[config.mk]
export PLATFORM = sky130hd
export DESIGN_NAME = dcsr_regs
export DESIGN_NICKNAME = d
export VERILOG_FILES = /design/src/inc/dcsr_pkg.sv /design/src/inc/dcsr_flag_if.sv /design/src/hdl/dcsr_flags.sv /design/src/hdl/dcsr_regs.sv
export SDC_FILE = /design/constraint.sdc
export NUM_CORES = 1
export LEC_CHECK = 0
export ABC_AREA = 1
export ABC_CLOCK_PERIOD_IN_PS = 4200
export BUFFER_PORTS_ARGS = -buffer_cell sky130_fd_sc_hd__clkbuf_2
export CAP_MARGIN = 20
export CORE_ASPECT_RATIO = 1.1
export CORE_MARGIN = 3
export CORE_UTILIZATION = 30
export DETAILED_ROUTE_END_ITERATION = 8
export GPL_ROUTABILITY_DRIVEN = 0
export REMOVE_ABC_BUFFERS = 1
export SETUP_SLACK_MARGIN = 0.4
export SLEW_MARGIN = 5
export SYNTH_ARGS = -nofsm -noshare
export SYNTH_HDL_FRONTEND = slang
export SYNTH_HIERARCHICAL = 1
export SYNTH_SLANG_ARGS = --single-unit
export TNS_END_PERCENT = 5
[constraint.sdc]
create_clock -name i_mclk -period 4.2 [get_ports i_mclk]
set_input_delay 0.84 -clock i_mclk [delete_from_list [all_inputs] [get_ports i_mclk]]
set_output_delay 0.84 -clock i_mclk [all_outputs]
set_load 0.02 [all_outputs]
[src/inc/dcsr_pkg.sv]
/*
  Constants for the deinterlacer control and status register bank:
  register offsets, field positions, flag indices, reset values, timing.
  Assumes a 10 MHz register/video clock and 32-bit register words.
*/
package dcsr_pkg;
  // byte offsets on the register port
  localparam logic [9:0] ADDR_CONTROL = 10'h000;
  localparam logic [9:0] ADDR_MODE = 10'h004;
  localparam logic [9:0] ADDR_IRQ_EN = 10'h008;
  localparam logic [9:0] ADDR_FLAGS = 10'h00c;
  localparam logic [9:0] ADDR_HEIGHT = 10'h010;
  localparam logic [9:0] ADDR_WIDTH = 10'h014;
  localparam logic [9:0] ADDR_LOW_THR = 10'h018;
  localparam logic [9:0] ADDR_HIGH_THR = 10'h01c;
  localparam logic [9:0] ADDR_SCALE = 10'h020;
  localparam logic [9:0] ADDR_BUF_A = 10'h024;
  localparam logic [9:0] ADDR_BUF_B = 10'h028;
  localparam logic [9:0] ADDR_BUF_C = 10'h02c;
  localparam logic [9:0] ADDR_VERSION = 10'h0f0;
  localparam logic [9:0] ADDR_SOFT_RST = 10'h100;

  // control bits
  localparam int CTL_UPDATE = 0;
  localparam int CTL_ENABLE = 1;
  localparam int CTL_ACCEPT = 2;
  localparam int CTL_W = 3;

  // mode fields
  localparam int MODE_ALG_LSB = 0;
  localparam int MODE_RGB = 2;
  localparam int MODE_PACK_LSB = 3;
  localparam int MODE_ORDER = 5;
  localparam int MODE_SEGFRM = 6;
  localparam int MODE_PD32 = 7;
  localparam int MODE_PD22 = 8;
  localparam int MODE_SWAP = 9;
  localparam int MODE_TINT_MOT = 16;
  localparam int MODE_TINT_DIAG = 17;
  localparam logic [31:0] MODE_MASK = 32'h0003_03ff;

  // flag indices, shared by enable and status registers
  localparam int NUM_FLAGS = 12;
  localparam int FLG_UPDATE = 0;
  localparam int FLG_SYNC_ON = 1;
  localparam int FLG_SYNC_OFF = 2;
  localparam int FLG_OVERRUN = 3;
  localparam int FLG_PD_ON = 4;
  localparam int FLG_PD_OFF = 5;
  localparam int FLG_FRAME = 6;
  localparam int FLG_WR_MARK = 8;
  localparam int FLG_WR_ERR = 9;
  localparam int FLG_RD_ERR0 = 10;
  localparam logic [11:0] FLAG_MASK = 12'h0f7f;

  // field widths, version and soft reset bit positions, reset word
  localparam int SIZE_W = 11;
  localparam int THR_W = 10;
  localparam int SCALE_W = 16;
  localparam int VER_REV_LSB = 16;
  localparam int VER_MIN_LSB = 20;
  localparam int VER_MAJ_LSB = 24;
  localparam int SOFT_RST_BIT = 0;
  localparam logic [31:0] RESET_WORD = 32'h0000_0000;

  // soft reset purge time
  localparam int CLK_PERIOD_NS = 100;
  localparam int SOFT_RST_NS = 1000;
  localparam int SOFT_RST_CYC = (SOFT_RST_NS + CLK_PERIOD_NS - 1)
                                / CLK_PERIOD_NS;

  typedef enum logic [1:0] {
    DCSR_RUN = 2'b01,
    DCSR_PURGE = 2'b10
  } dcsr_rst_e;

  typedef enum logic [1:0] {
    DCSR_ALG_FIELD = 2'h0,
    DCSR_ALG_DIAG = 2'h1,
    DCSR_ALG_MOTION = 2'h2,
    DCSR_ALG_BOTH = 2'h3
  } dcsr_alg_e;
endpackage
[src/inc/dcsr_flag_if.sv]
/*
  Carrier between the register bank and its sticky flag unit.
  Assumes both ends sit on the same clock.
*/
interface dcsr_flag_if;
  logic [dcsr_pkg::NUM_FLAGS-1:0] event_set;
  logic [dcsr_pkg::NUM_FLAGS-1:0] clear;
  logic [dcsr_pkg::NUM_FLAGS-1:0] enable;
  logic [dcsr_pkg::NUM_FLAGS-1:0] flags;
  logic irq;
  modport bank (output event_set, output clear, output enable,
                input flags, input irq);
  modport unit (input event_set, input clear, input enable,
                output flags, output irq);
endinterface

[src/hdl/dcsr_flags.sv]
/*
  Sticky status flags with write-one-to-clear and a masked interrupt.
  Assumes event pulses and clear masks are synchronous to i_mclk.
*/
module dcsr_flags (
  input wire logic i_mclk,
  input wire logic i_rstn,
  dcsr_flag_if.unit fl
);
  genvar g;
  generate
    for (g = 0; g < dcsr_pkg::NUM_FLAGS; g++) begin : g_flag
      if (dcsr_pkg::FLAG_MASK[g]) begin : g_used
        // an event in the clearing cycle keeps the flag set
        always_ff @(posedge i_mclk or negedge i_rstn) begin
          if (!i_rstn) begin
            fl.flags[g] <= 1'b0;
          end else if (fl.event_set[g]) begin
            fl.flags[g] <= 1'b1;
          end else if (fl.clear[g]) begin
            fl.flags[g] <= 1'b0;
          end
        end
      end else begin : g_hole
        assign fl.flags[g] = 1'b0;
      end
    end
  endgenerate

  assign fl.irq = |(fl.flags & fl.enable);
endmodule // dcsr_flags

[src/hdl/dcsr_regs.sv]
/*
  Control and status register bank of a video deinterlacer core.
  Assumes a single-cycle register port, pulses from the video datapath
  synchronous to i_mclk, and a datapath that honours the shadowed outputs.
*/
module dcsr_regs #(
  parameter int SOFT_RST_CYCLES = dcsr_pkg::SOFT_RST_CYC,
  // version fields: arbitrary values
  parameter logic [3:0] VER_REV = 4'h0,
  parameter logic [3:0] VER_MINOR = 4'h0,
  parameter logic [7:0] VER_MAJOR = 8'h01
) (
  input wire logic i_mclk,
  input wire logic i_rstn,
  input wire logic [9:0] i_addr,
  input wire logic [31:0] i_wdata,
  input wire logic i_wr,
  input wire logic i_rd,
  output logic [31:0] o_rdata,
  input wire logic i_frame_end,
  input wire logic i_in_frame_start,
  input wire logic i_raster_stable,
  input wire logic [dcsr_pkg::SIZE_W-1:0] i_meas_height,
  input wire logic [dcsr_pkg::SIZE_W-1:0] i_meas_width,
  input wire logic i_fifo_overrun,
  input wire logic i_pd_locked,
  input wire logic i_fs_wr_mark,
  input wire logic i_fs_wr_err,
  input wire logic [1:0] i_fs_rd_err,
  output logic o_bypass,
  output logic o_accept_video,
  output logic o_active_only,
  output logic o_motion_on,
  output logic o_diag_on,
  output logic o_rgb,
  output logic [1:0] o_packing,
  output logic o_ntsc_order,
  output logic o_segmented_frame_mode,
  output logic o_pd32_en,
  output logic o_pd22_en,
  output logic o_phase_swap,
  output logic o_tint_motion,
  output logic o_tint_diag,
  output logic [dcsr_pkg::SIZE_W-1:0] o_frame_height,
  output logic [dcsr_pkg::SIZE_W-1:0] o_frame_width,
  output logic [dcsr_pkg::THR_W-1:0] o_low_motion_threshold,
  output logic [dcsr_pkg::THR_W-1:0] o_high_motion_threshold,
  output logic [dcsr_pkg::SCALE_W-1:0] o_blend_scale,
  output logic [31:0] o_buf_a_base,
  output logic [31:0] o_buf_b_base,
  output logic [31:0] o_buf_c_base,
  output logic o_core_reset,
  output logic o_irq
);
  localparam int NF = dcsr_pkg::NUM_FLAGS;
  localparam int SW = dcsr_pkg::SIZE_W;
  localparam int TW = dcsr_pkg::THR_W;
  if (SOFT_RST_CYCLES < 1 || SOFT_RST_CYCLES > 65535) begin : g_chk
    $error("SOFT_RST_CYCLES out of range");
  end
  // software-visible registers
  logic [dcsr_pkg::CTL_W-1:0] core_control;
  logic [31:0] operating_mode;
  logic [NF-1:0] interrupt_enable;
  logic [SW-1:0] frame_height;
  logic [SW-1:0] frame_width;
  logic [TW-1:0] low_motion_threshold;
  logic [TW-1:0] high_motion_threshold;
  logic [dcsr_pkg::SCALE_W-1:0] blend_scale;
  logic [31:0] field_buffer_a_base;
  logic [31:0] field_buffer_b_base;
  logic [31:0] field_buffer_c_base;
  logic software_reset;

  logic [31:0] shadow_mode;
  logic shadow_enable;
  logic in_sync;
  logic pd_locked_d;
  logic [15:0] rst_count;
  dcsr_pkg::dcsr_rst_e rst_state;
  logic wr_ctl;
  logic do_update;
  logic soft_clear;
  logic [31:0] next_rdata;
  logic sync_now;
  dcsr_flag_if fl ();
  dcsr_flags u_flags (
    .i_mclk(i_mclk),
    .i_rstn(i_rstn),
    .fl(fl)
  );
  assign wr_ctl = i_wr && (i_addr == dcsr_pkg::ADDR_CONTROL);
  // a write in the boundary cycle can cancel an armed update but not arm one; a purge swallows the boundary
  assign do_update = i_frame_end && core_control[dcsr_pkg::CTL_UPDATE]
                     && !(wr_ctl && !i_wdata[dcsr_pkg::CTL_UPDATE])
                     && !soft_clear;
  assign soft_clear = (rst_state == dcsr_pkg::DCSR_PURGE);
  // control register: update bit drops after the transfer
  always_ff @(posedge i_mclk or negedge i_rstn) begin
    if (!i_rstn) begin
      core_control <= '0;
    end else if (soft_clear) begin
      core_control <= '0;
    end else if (wr_ctl) begin
      core_control <= i_wdata[dcsr_pkg::CTL_W-1:0];
    end else if (do_update) begin
      core_control[dcsr_pkg::CTL_UPDATE] <= 1'b0;
    end
  end

  always_ff @(posedge i_mclk or negedge i_rstn) begin
    if (!i_rstn) begin
      operating_mode <= dcsr_pkg::RESET_WORD;
      interrupt_enable <= '0;
    end else if (soft_clear) begin
      operating_mode <= dcsr_pkg::RESET_WORD;
      interrupt_enable <= '0;
    end else if (i_wr) begin
      if (i_addr == dcsr_pkg::ADDR_MODE) begin
        operating_mode <= i_wdata & dcsr_pkg::MODE_MASK;
      end
      if (i_addr == dcsr_pkg::ADDR_IRQ_EN) begin
        interrupt_enable <= i_wdata[NF-1:0] & dcsr_pkg::FLAG_MASK;
      end
    end
  end

  // sizes, thresholds and bases survive a soft reset
  always_ff @(posedge i_mclk or negedge i_rstn) begin
    if (!i_rstn) begin
      frame_height <= '0;
      frame_width <= '0;
      low_motion_threshold <= '0;
      high_motion_threshold <= '0;
      blend_scale <= '0;
      field_buffer_a_base <= dcsr_pkg::RESET_WORD;
      field_buffer_b_base <= dcsr_pkg::RESET_WORD;
      field_buffer_c_base <= dcsr_pkg::RESET_WORD;
    end else if (i_wr) begin
      case (i_addr)
        dcsr_pkg::ADDR_HEIGHT: frame_height <= i_wdata[SW-1:0];
        dcsr_pkg::ADDR_WIDTH: frame_width <= i_wdata[SW-1:0];
        dcsr_pkg::ADDR_LOW_THR: low_motion_threshold <= i_wdata[TW-1:0];
        dcsr_pkg::ADDR_HIGH_THR: high_motion_threshold <= i_wdata[TW-1:0];
        dcsr_pkg::ADDR_SCALE: blend_scale <= i_wdata[dcsr_pkg::SCALE_W-1:0];
        dcsr_pkg::ADDR_BUF_A: field_buffer_a_base <= i_wdata;
        dcsr_pkg::ADDR_BUF_B: field_buffer_b_base <= i_wdata;
        dcsr_pkg::ADDR_BUF_C: field_buffer_c_base <= i_wdata;
        default: ;
      endcase
    end
  end

  // shadow copies: the datapath never sees a half-written setting
  always_ff @(posedge i_mclk or negedge i_rstn) begin
    if (!i_rstn) begin
      shadow_mode <= dcsr_pkg::RESET_WORD;
      shadow_enable <= 1'b0;
      o_frame_height <= '0;
      o_frame_width <= '0;
      o_low_motion_threshold <= '0;
      o_high_motion_threshold <= '0;
      o_blend_scale <= '0;
      o_buf_a_base <= dcsr_pkg::RESET_WORD;
      o_buf_b_base <= dcsr_pkg::RESET_WORD;
      o_buf_c_base <= dcsr_pkg::RESET_WORD;
    end else if (soft_clear) begin
      shadow_mode <= dcsr_pkg::RESET_WORD;
      shadow_enable <= 1'b0;
    end else if (do_update) begin
      shadow_mode <= operating_mode;
      shadow_enable <= core_control[dcsr_pkg::CTL_ENABLE];
      o_frame_height <= frame_height;
      o_frame_width <= frame_width;
      o_low_motion_threshold <= low_motion_threshold;
      o_high_motion_threshold <= high_motion_threshold;
      o_blend_scale <= blend_scale;
      o_buf_a_base <= field_buffer_a_base;
      o_buf_b_base <= field_buffer_b_base;
      o_buf_c_base <= field_buffer_c_base;
    end
  end

  // accept-video follows its own input-frame boundary, not the shadow
  always_ff @(posedge i_mclk or negedge i_rstn) begin
    if (!i_rstn) begin
      o_accept_video <= 1'b0;
    end else if (soft_clear) begin
      o_accept_video <= 1'b0;
    end else if (i_in_frame_start) begin
      o_accept_video <= core_control[dcsr_pkg::CTL_ACCEPT];
    end
  end

  assign o_bypass = !shadow_enable;
  assign o_active_only = 1'b1;
  assign o_motion_on = shadow_mode[dcsr_pkg::MODE_ALG_LSB+1];
  assign o_diag_on = shadow_mode[dcsr_pkg::MODE_ALG_LSB];
  assign o_rgb = shadow_mode[dcsr_pkg::MODE_RGB];
  assign o_packing = shadow_mode[dcsr_pkg::MODE_PACK_LSB +: 2];
  assign o_ntsc_order = shadow_mode[dcsr_pkg::MODE_ORDER];
  // motion is not forced on: software owns that pairing
  assign o_segmented_frame_mode = shadow_mode[dcsr_pkg::MODE_SEGFRM];
  assign o_pd32_en = shadow_mode[dcsr_pkg::MODE_PD32];
  assign o_pd22_en = shadow_mode[dcsr_pkg::MODE_PD22];
  assign o_phase_swap = shadow_mode[dcsr_pkg::MODE_SWAP];
  assign o_tint_motion = shadow_mode[dcsr_pkg::MODE_TINT_MOT];
  assign o_tint_diag = shadow_mode[dcsr_pkg::MODE_TINT_DIAG];

  // raster check, judged once per frame against the shadowed sizes
  assign sync_now = i_raster_stable && (i_meas_height == o_frame_height)
                    && (i_meas_width == o_frame_width);

  always_ff @(posedge i_mclk or negedge i_rstn) begin
    if (!i_rstn) begin
      in_sync <= 1'b0;
      pd_locked_d <= 1'b0;
    end else begin
      pd_locked_d <= i_pd_locked;
      if (i_frame_end) begin
        in_sync <= sync_now;
      end
    end
  end

  always_comb begin
    fl.event_set = '0;
    fl.event_set[dcsr_pkg::FLG_UPDATE] = do_update;
    fl.event_set[dcsr_pkg::FLG_SYNC_ON] = i_frame_end && sync_now
                                          && !in_sync;
    fl.event_set[dcsr_pkg::FLG_SYNC_OFF] = i_frame_end && !sync_now
                                           && in_sync;
    fl.event_set[dcsr_pkg::FLG_OVERRUN] = i_fifo_overrun;
    fl.event_set[dcsr_pkg::FLG_PD_ON] = i_pd_locked && !pd_locked_d;
    fl.event_set[dcsr_pkg::FLG_PD_OFF] = !i_pd_locked && pd_locked_d;
    fl.event_set[dcsr_pkg::FLG_FRAME] = i_frame_end;
    fl.event_set[dcsr_pkg::FLG_WR_MARK] = i_fs_wr_mark;
    fl.event_set[dcsr_pkg::FLG_WR_ERR] = i_fs_wr_err;
    fl.event_set[dcsr_pkg::FLG_RD_ERR0 +: 2] = i_fs_rd_err;
  end

  assign fl.clear = (i_wr && i_addr == dcsr_pkg::ADDR_FLAGS)
                    ? i_wdata[NF-1:0] : '0;
  assign fl.enable = interrupt_enable;
  assign o_irq = fl.irq;
  // soft reset: bit holds for the purge time, then drops by itself
  always_ff @(posedge i_mclk or negedge i_rstn) begin
    if (!i_rstn) begin
      rst_state <= dcsr_pkg::DCSR_RUN;
      rst_count <= '0;
      software_reset <= 1'b0;
    end else begin
      case (rst_state)
        dcsr_pkg::DCSR_RUN: begin
          if (i_wr && i_addr == dcsr_pkg::ADDR_SOFT_RST
              && i_wdata[dcsr_pkg::SOFT_RST_BIT]) begin
            rst_state <= dcsr_pkg::DCSR_PURGE;
            rst_count <= 16'(SOFT_RST_CYCLES - 1);
            software_reset <= 1'b1;
          end
        end
        dcsr_pkg::DCSR_PURGE: begin
          if (rst_count == '0) begin
            rst_state <= dcsr_pkg::DCSR_RUN;
            software_reset <= 1'b0;
          end else begin
            rst_count <= rst_count - 16'h0001;
          end
        end
        default: begin
          rst_state <= dcsr_pkg::DCSR_RUN;
          software_reset <= 1'b0;
        end
      endcase
    end
  end
  assign o_core_reset = software_reset;
  always_comb begin
    next_rdata = dcsr_pkg::RESET_WORD;
    case (i_addr)
      dcsr_pkg::ADDR_CONTROL: next_rdata[dcsr_pkg::CTL_W-1:0] = core_control;
      dcsr_pkg::ADDR_MODE: next_rdata = operating_mode;
      dcsr_pkg::ADDR_IRQ_EN: next_rdata[NF-1:0] = interrupt_enable;
      dcsr_pkg::ADDR_FLAGS: next_rdata[NF-1:0] = fl.flags;
      dcsr_pkg::ADDR_HEIGHT: next_rdata[SW-1:0] = frame_height;
      dcsr_pkg::ADDR_WIDTH: next_rdata[SW-1:0] = frame_width;
      dcsr_pkg::ADDR_LOW_THR: next_rdata[TW-1:0] = low_motion_threshold;
      dcsr_pkg::ADDR_HIGH_THR: next_rdata[TW-1:0] = high_motion_threshold;
      dcsr_pkg::ADDR_SCALE: next_rdata[dcsr_pkg::SCALE_W-1:0] = blend_scale;
      dcsr_pkg::ADDR_BUF_A: next_rdata = field_buffer_a_base;
      dcsr_pkg::ADDR_BUF_B: next_rdata = field_buffer_b_base;
      dcsr_pkg::ADDR_BUF_C: next_rdata = field_buffer_c_base;
      dcsr_pkg::ADDR_VERSION: begin
        next_rdata[dcsr_pkg::VER_REV_LSB +: 4] = VER_REV;
        next_rdata[dcsr_pkg::VER_MIN_LSB +: 4] = VER_MINOR;
        next_rdata[dcsr_pkg::VER_MAJ_LSB +: 8] = VER_MAJOR;
      end
      dcsr_pkg::ADDR_SOFT_RST:
        next_rdata[dcsr_pkg::SOFT_RST_BIT] = software_reset;
      default: next_rdata = dcsr_pkg::RESET_WORD;
    endcase
  end

  // read data stands only in the cycle after the strobe
  always_ff @(posedge i_mclk or negedge i_rstn) begin
    if (!i_rstn) begin
      o_rdata <= dcsr_pkg::RESET_WORD;
    end else if (i_rd) begin
      o_rdata <= next_rdata;
    end else begin
      o_rdata <= dcsr_pkg::RESET_WORD;
    end
  end
endmodule // dcsr_regs

==> results of run 1 <==
[state kept, by name, indices dropped and copies added (netlist names), 11 cells and up]
register             count
o_frame_width           11
u_flags/fl.flags        11
blend_scale             16
field_buffer_b_base     32
o_frame_height          11
operating_mode          12
o_blend_scale           16
field_buffer_a_base     32
o_buf_a_base            32
frame_width             11
o_rdata                 32
field_buffer_c_base     32
o_buf_b_base            32
o_buf_c_base            32
fl.enable               11
rst_count               16
frame_height            11
shadow_mode             12
[metal layers]
metal | track usage, % | up-vias | share of wire (%)
met1 | 25.6 | 7450 | 43
met2 | 29.8 | 614 | 45
met5 | 0 | - | 0.066
met3 | 3.82 | 132 | 7.7
li1 | - | 7270 | -
met4 | 7.49 | 6 | 4.0
[per-stage QoR]
stage | utilization, % | instances | hold WS (ps)
after floorplan | - | 2041 | 453
after global placement | 34.4 | 3113 | 453
after detailed placement | 34.4 | 3114 | 457
after CTS | 37.2 | 3201 | 341
after global routing | 37.3 | 3203 | 355
final | 37.3 | 3203 | 376
[critical path: cells and delay by family]
kind / cells / cell delay [ps]
simple gates: 7 / 1420
buf+inv: 4 / 1050
compound gates: 1 / 70
[worst max path at each step]
stage | start | cells past startpoint | slack (ps) | endpoint
2_1_floorplan | i_addr[6] | 9 | -990 | o_blend_scale[0]$_DFFE_PN0P_
3_3_place_gp | i_addr[2] | 11 | 770 | o_buf_b_base[3]$_DFFE_PN0P_
3_5_place_dp | i_addr[2] | 11 | 690 | o_buf_b_base[3]$_DFFE_PN0P_
4_1_cts | i_addr[2] | 11 | 1320 | o_blend_scale[13]$_DFFE_PN0P_
5_1_grt | i_addr[1] | 12 | 1090 | o_buf_b_base[3]$_DFFE_PN0P_
6_report | i_addr[1] | 12 | 1300 | o_buf_b_base[3]$_DFFE_PN0P_
[power by group through the flow]
stage	clock network, µW	logic [µW]	registers [µW]
after CTS	4320	257	4000
after floorplan	0	66.0	4070
final	4220	251	4000
after global routing	4480	284	4000
after global placement	0	248	4070
after detailed placement	0	256	4080
[area by class of cell]
cell class              instances  area (µm²)  area share (%)
inverters                     125         472            2.19
flip-flops and latches        411       10300            47.7
diodes                          1        2.50          0.0116
multi-input cells            1505        6430            29.8
clock buffers                  69        1360            6.30
clock inverters                18         245            1.14
well taps                     752         941            4.36
repair buffers                322        1840            8.53
==> results.sh, run 1 <==
export IMPL_status="finished, final reports clean"
export IMPL_fin_crit_ps=2900
export IMPL_final_antenna_net_count=0
export IMPL_core_area_um2=57900
export IMPL_p_total_uw=8470
export IMPL_first_pass_iters=6
export IMPL_critPathSlowestCell="nor2_4"
export IMPL_grt_max_degree=125
export IMPL_dieArea_um2=62000
export IMPL_tightest_slew_ps=1020
export IMPL_fmax_ghz=0.345
export IMPL_postCtsSetupRepairBufs=0
export IMPL_cts_hold_buffers=0
export IMPL_criticalPathCategory="in2reg"
export IMPL_pre_cts_ws_ps=693
export IMPL_final_common_cell="nand2_1"
export IMPL_finalInstanceArea_um2=21600
export IMPL_wire_per_inst_um=18.4
export IMPL_ios=280
export IMPL_cp_common_cell="nor2_4"
export IMPL_swShare_pct=23.2
export IMPL_overflow=0
export IMPL_fp_dieW_um=238
export IMPL_crit_chain="clkbuf_2, nor2_2, nand2_4, nor2_4, nand4_1, nand2_2, nor2_4, buf_12, inv_4, buf_4, nand2_1, o21ai_1"
export IMPL_drv_cap=0
export IMPL_cts_buffer_depth=3
export IMPL_grt_pass1_vias=15300
export IMPL_drt_iter0_drc=1227
export IMPL_grt_usage_pct=18.9
export IMPL_drc=0
export IMPL_internal_power_uw=6510
export IMPL_post_cts_resized=0
export IMPL_port_buffers=278
export IMPL_drt_wl_total_mm=58.9
export IMPL_p_comb_share_pct=3.0
export IMPL_leakage_uw=0.0116
export IMPL_antenna_found_initial=4
export IMPL_avgSynthCellArea_um2=8.26
export IMPL_timing_final_ws_setup_ps=1300
export IMPL_slew_headroom_pct=31.7
export IMPL_power_density_nw_per_um2=393
export IMPL_rsz0062_at_grt="false"
export IMPL_final_cell_mix="933 x nand2_1, 410 x dfrtp_1, 277 x clkbuf_2"
export IMPL_finalMaxSlewViolations=0
export IMPL_htreeDepth=2
export IMPL_detailed_place_hpwl_mm=41.0
export IMPL_cts_inserted_buffers=47
export IMPL_cts_tree="yes"
export IMPL_hold_viol_final=0
export IMPL_required_ps=4730
export IMPL_r2r_start="rst_state[0]$_DFFE_PN1P_"
export IMPL_dieHeight_um=261
export IMPL_cts_num_sinks=411
export IMPL_netlist_instances=2145
export IMPL_critPathMaxStageDelay_ps=560
export IMPL_fin_crit_sh_pct=69.0
export IMPL_placed_area_um2=19900
export IMPL_r2r_cells=8
export IMPL_ir_drop_mv=0.257
export IMPL_start_util_pct=30.6
export IMPL_rr_endpoint="operating_mode[8]$_DFFE_PN0P_"
export IMPL_yosysWarnings=6
export IMPL_cp_start_kind="input port"
export IMPL_clk_pin_slew_ps=60
export IMPL_p_switching_uw=1960
export IMPL_cts_root_buffer="clkbuf_16"
export IMPL_clkPwrFrac_pct=49.8
export IMPL_arrival_ps=3420
export IMPL_std_cell_rows=92
export IMPL_endpoint_kind="flop"
export IMPL_seq_power_share_pct=47.3
export IMPL_vias=15500
export IMPL_nNetsFinal=2491
export IMPL_syn_area_um2=17700
export IMPL_finalSetupViolCount=0
export IMPL_fillers=5940
export IMPL_clock_skew_ps=30.5
export IMPL_grt_pass1_wl_mm=91.0
export IMPL_ff2ff_setup_slack_ps=2090
export IMPL_tns_ps=0
export IMPL_drive_gt1_share_pct=17.3
export IMPL_clk_latency_ps=610
export IMPL_area_growth_pct=21.7
export IMPL_cp_max_fo=45
export IMPL_vias_per_cell=4.83
export IMPL_hp_class="in2async"
(Power assumes the default switching activity.)
==> inputs of run 2 (changes only) <==
- ABC_CLOCK_PERIOD_IN_PS: 4200 -> 2650
- clock period: 4.2 -> 2.65 ns (I/O delays scaled with it)
==> results.sh, run 2 (synthesized netlist as in run 1, its figures left out) <==
export IMPL_drt_iter0_drc=1025
export IMPL_area_growth_pct=22.7
export IMPL_route_met3_wl_mm=3.76
export IMPL_criticalPathCategory="reg2out"
export IMPL_drv_cap=0
export IMPL_critPathMaxStageDelay_ps=410
export IMPL_clock_skew_ps=17.2
export IMPL_grt_usage_pct=18.6
export IMPL_critPathSlowestCell="dfrtp_1"
export IMPL_ir_drop_mv=0.371
export IMPL_grt_pass1_wl_mm=89.2
export IMPL_pre_cts_ws_ps=67.1
export IMPL_htreeDepth=2
export IMPL_clk_latency_ps=590
export IMPL_grt_pass1_vias=15200
export IMPL_fillers=5896
export IMPL_cts_root_buffer="clkbuf_16"
export IMPL_dieHeight_um=261
export IMPL_hp_class="in2reg"
export IMPL_cts_tree="yes"
export IMPL_final_cell_mix="932 x nand2_1, 410 x dfrtp_1, 276 x clkbuf_2"
export IMPL_clk_pin_slew_ps=60
export IMPL_drc=0
export IMPL_cp_common_cell="nand2_1"
export IMPL_vias_per_cell=4.73
export IMPL_crit_chain="nand2_1, nand2_1, nor2_1, nand3_2, buf_2"
export IMPL_routed_top_layer="met5"
export IMPL_cp_max_fo=3
export IMPL_detailed_place_hpwl_mm=41.4
export IMPL_grt_max_degree=142
export IMPL_ios=280
export IMPL_timing_final_ws_setup_ps=493
export IMPL_wire_per_inst_um=18.2
export IMPL_fp_dieW_um=238
export IMPL_status="finished, final reports clean"
export IMPL_wl_met1_mm=25.7
export IMPL_fin_crit_sh_pct=81.4
export IMPL_std_cell_rows=92
export IMPL_fin_cells=3215
export IMPL_endpoint_kind="output port"
export IMPL_overflow=0
export IMPL_cts_inserted_buffers=45
export IMPL_power_density_nw_per_um2=619
export IMPL_cts_buffer_depth=3
export IMPL_finalMaxSlewViolations=0
export IMPL_antenna_found_initial=4
export IMPL_finalSetupViolCount=0
export IMPL_final_antenna_net_count=0
export IMPL_postCtsSetupRepairBufs=0
export IMPL_slew_headroom_pct=34.1
export IMPL_rsz0062_at_grt="false"
export IMPL_cp_buffers_inverters=1
export IMPL_fin_crit_ps=2160
export IMPL_port_buffers=278
export IMPL_start_util_pct=30.6
export IMPL_core_area_um2=57900
export IMPL_fmax_ghz=0.464
export IMPL_drive_gt1_share_pct=17.9
export IMPL_placed_area_um2=20100
export IMPL_p_total_uw=13500
export IMPL_path_delay_family="simple AND/OR/NAND/NOR gates"
export IMPL_final_common_cell="nand2_1"
export IMPL_cts_num_sinks=411
export IMPL_arrival_ps=1630
export IMPL_first_pass_iters=5
export IMPL_hold_viol_final=0
export IMPL_required_ps=2120
export IMPL_tightest_slew_ps=988
export IMPL_post_place_cells=3130
export IMPL_holdWs_ps=81.4
export IMPL_drt_wl_total_mm=58.5
export IMPL_leakage_uw=0.0117
export IMPL_finalInstanceArea_um2=21700
export IMPL_vias=15200
export IMPL_nNetsFinal=2505
export IMPL_dieArea_um2=62000
export IMPL_wl_met2_mm=26.9
export IMPL_cp_start_kind="flop"
[run 2: cell types whose count changed in the layout (fill, tap and decap cells not counted), moves of 2 or more]
cell,change
clkbuf_16,-2
bufinv_16,+4
clkbuf_1,-3
clkinv_8,+2
buf_12,+5
clkinv_16,-2
buf_4,+11
[run 2: path summary, 6_finish.rpt]
kind | from | end | slack, ps | cells after the start
setup / recovery | u_flags/fl.flags[4]$_DFFE_PN0P_ | o_irq | 490 | 5
max in group asynchronous | i_rstn | o_frame_width[3]$_DFFE_PN0P_ | 1300 | 4
hold reg to reg | o_buf_b_base[21]$_DFFE_PN0P_ | o_buf_b_base[21]$_DFFE_PN0P_ | 470 | 2
setup reg to reg | rst_state[0]$_DFFE_PN1P_ | o_frame_height[6]$_DFFE_PN0P_ | 560 | 8
hold / removal | i_pd_locked | pd_locked_d$_DFF_PN0_ | 80 | 1
min in group asynchronous | i_rstn | field_buffer_b_base[30]$_DFFE_PN0P_ | 500 | 2
[run 2: area by class of cell]
cell class | instances | area, µm² | area share, %
inverter | 125 | 472 | 2.17
antenna | 1 | 2.50 | 0.0115
sequential | 411 | 10300 | 47.3
timing repair buffer | 338 | 2020 | 9.27
multi-input combinational | 1505 | 6440 | 29.6
tap | 752 | 941 | 4.33
clock inverter | 20 | 308 | 1.42
clock buffer | 63 | 1280 | 5.90
[run 2: layer usage]
metal / vias up / track usage (%)
li1: 7305 / -
met1: 7251 / 24.4
met2: 512 / 30.5
met3: 135 / 4.10
met4: 6 / 6.69
met5: - / 0
[run 2: metrics by stage]
stage,TNS [ps],utilization [%]
detailed placement,0,34.8
global route,0,37.6
CTS,0,37.5
finish,0,37.6
global placement,0,34.8
floorplan,-361930,-
[run 2: worst reg2reg max path, stage by stage (launching register included)]
cell      delay (ps)
dfstp_2          510
inv_1             50
nand2_2           60
clkinv_1         100
buf_4            200
nor2_4           190
buf_12           490
nand2_1          260
o21ai_0          130
[run 2: timing repair]
| action | 4_1_cts | 5_1_grt |
|---|---|---|
| hold buffers | 1 | 0 |
| resized for setup | 0 | 4 |
| setup endpoints to repair | 0 | 1 |
| endpoints found under the hold margin | 43 | 0 |
[run 2: power by group]
part	internal, µW	switching, µW
Combinational	111	295
Clock	4080	2630
Sequential	6310	33.0
Total	10500	2960
==> inputs of run 3 (changes only) <==
- ABC_AREA: 1 -> 0
- ABC_CLOCK_PERIOD_IN_PS: 2650 -> 2100
- clock period: 2.65 -> 2.1 ns (I/O delays scaled with it)
==> results.sh, run 3 <==
export IMPL_grt_max_degree=84
export IMPL_fmax_ghz=0.416
export IMPL_cp_max_fo=2
export IMPL_finalSetupViolCount=1
export IMPL_first_pass_iters=7
export IMPL_hold_viol_final=0
export IMPL_drive_gt1_share_pct=50.1
export IMPL_criticalPathCategory="reg2out"
export IMPL_ios=280
export IMPL_core_area_um2=57800
export IMPL_cts_buffer_depth=3
export IMPL_timing_final_ws_setup_ps=-304
export IMPL_cts_root_buffer="clkbuf_16"
export IMPL_p_total_uw=16900
export IMPL_final_common_cell="dfrtp_1"
export IMPL_grt_usage_pct=19.1
export IMPL_cts_inserted_buffers=45
export IMPL_syn_area_um2=17600
export IMPL_arrival_ps=1980
export IMPL_grt_pass1_wl_mm=89.2
export IMPL_drv_cap=0
export IMPL_antenna_found_initial=1
export IMPL_ir_drop_mv=0.551
export IMPL_avgSynthCellArea_um2=13.3
export IMPL_grt_pass1_vias=13400
export IMPL_wire_per_inst_um=23.9
export IMPL_antenna_cells=0
export IMPL_clk_latency_ps=590
export IMPL_vias=12600
export IMPL_overflow=0
export IMPL_port_buffers=278
export IMPL_drt_iter0_drc=921
export IMPL_violations="setup timing"
export IMPL_leakage_uw=0.0122
export IMPL_rsz0062_at_grt="true"
export IMPL_fin_crit_sh_pct=114
export IMPL_dieHeight_um=260
export IMPL_fp_dieW_um=237
export IMPL_detailed_place_hpwl_mm=42.5
export IMPL_drc=0
export IMPL_required_ps=1680
export IMPL_fin_crit_ps=2400
export IMPL_nNetsFinal=1809
export IMPL_pre_cts_ws_ps=-344
export IMPL_final_antenna_net_count=0
export IMPL_hp_class="in2reg"
export IMPL_htreeDepth=2
export IMPL_cts_num_sinks=411
export IMPL_clock_skew_ps=31.4
export IMPL_start_util_pct=30.5
export IMPL_finalMaxSlewViolations=0
export IMPL_power_density_nw_per_um2=713
export IMPL_std_cell_rows=92
export IMPL_netlist_instances=1325
export IMPL_area_growth_pct=34.5
export IMPL_fillers=5381
export IMPL_cts_tree="yes"
export IMPL_status="finished, violations left"
export IMPL_tns_ps=-304
export IMPL_clk_pin_slew_ps=60
export IMPL_cp_start_kind="flop"
export IMPL_vias_per_cell=5.01
export IMPL_endpoint_kind="output port"
export IMPL_dieArea_um2=61700
export IMPL_final_cell_mix="407 x dfrtp_1, 264 x clkbuf_2, 165 x mux2_2"
export IMPL_drt_wl_total_mm=60.3
export IMPL_yosysWarnings=6
-- run 3: through the flow --
stage | util (%) | hold WS, ps | cell area (µm²) | std cells
global placement | 36.0 | 341 | 20800 | 2402
floorplan | - | 124 | 17100 | 1237
global route | 41.0 | 34.2 | 23700 | 2518
detailed placement | 36.0 | 341 | 20800 | 2402
CTS | 40.4 | 23.6 | 23300 | 2503
finish | 41.0 | 63.4 | 23700 | 2518
-- run 3: final cells by class --
cell class	instances	area (µm²)	area share (%)
well taps	752	941	3.97
clock inverters	20	241	1.02
multi-input cells	806	7630	32.2
inverters	20	75.1	0.317
clock buffers	63	1270	5.37
flip-flops and latches	411	10300	43.4
repair buffers	446	3270	13.8
-- run 3: report_power, final --
| part | switching, µW | internal, µW | leakage, µW |
|---|---|---|---|
| Clock | 3350 | 4770 | 0.000739 |
| Combinational | 471 | 269 | 0.00581 |
| Sequential | 60.1 | 7980 | 0.00560 |
| Total | 3880 | 13000 | 0.0122 |
-- run 3: worst max-delay path, stage by stage (launching register included) --
cell and delay [ps]:
dfrtp_1 380, a22o_1 260, a221oi_2 270, and3_4 270, nand2_4 70, buf_8 160
-- run 3: path summary, 6_finish.rpt --
check / startpoint / cells past startpoint / end / slack [ps]
max: fl.enable[4]$_DFFE_PN0P_ / 5 / o_irq / -300
min: i_fs_wr_err / 2 / u_flags/fl.flags[9]$_DFFE_PN0P_ / 60
max reg2reg: rst_count[4]$_DFFE_PN0P_ / 6 / rst_count[13]$_DFFE_PN0P_ / 140
min reg2reg: rst_count[3]$_DFFE_PN0P_ / 1 / rst_count[3]$_DFFE_PN0P_ / 480
max in group asynchronous: i_rstn / 3 / o_buf_a_base[21]$_DFFE_PN0P_ / 960
min in group asynchronous: i_rstn / 2 / o_blend_scale[10]$_DFFE_PN0P_ / 330
-- run 3: layer usage --
layer  routed length (µm)  vias up  track usage (%)
li1                     -     5566                -
met1                25700     6501             25.2
met2                28300      461             31.2
met3                 4460       93             5.03
met4                 1740        2             5.00
met5                   13        -                0
-- run 3: what timing repair did --
| action | in CTS | in global routing |
|---|---|---|
| resized for setup | 217 | 61 |
| cloned | 0 | 3 |
| hold buffers | 3 | 0 |
| endpoints found under the hold margin | 27 | 0 |
| buffers inserted | 15 | 12 |
| pin swaps | 35 | 32 |
| endpoints found under the setup margin | 246 | 294 |
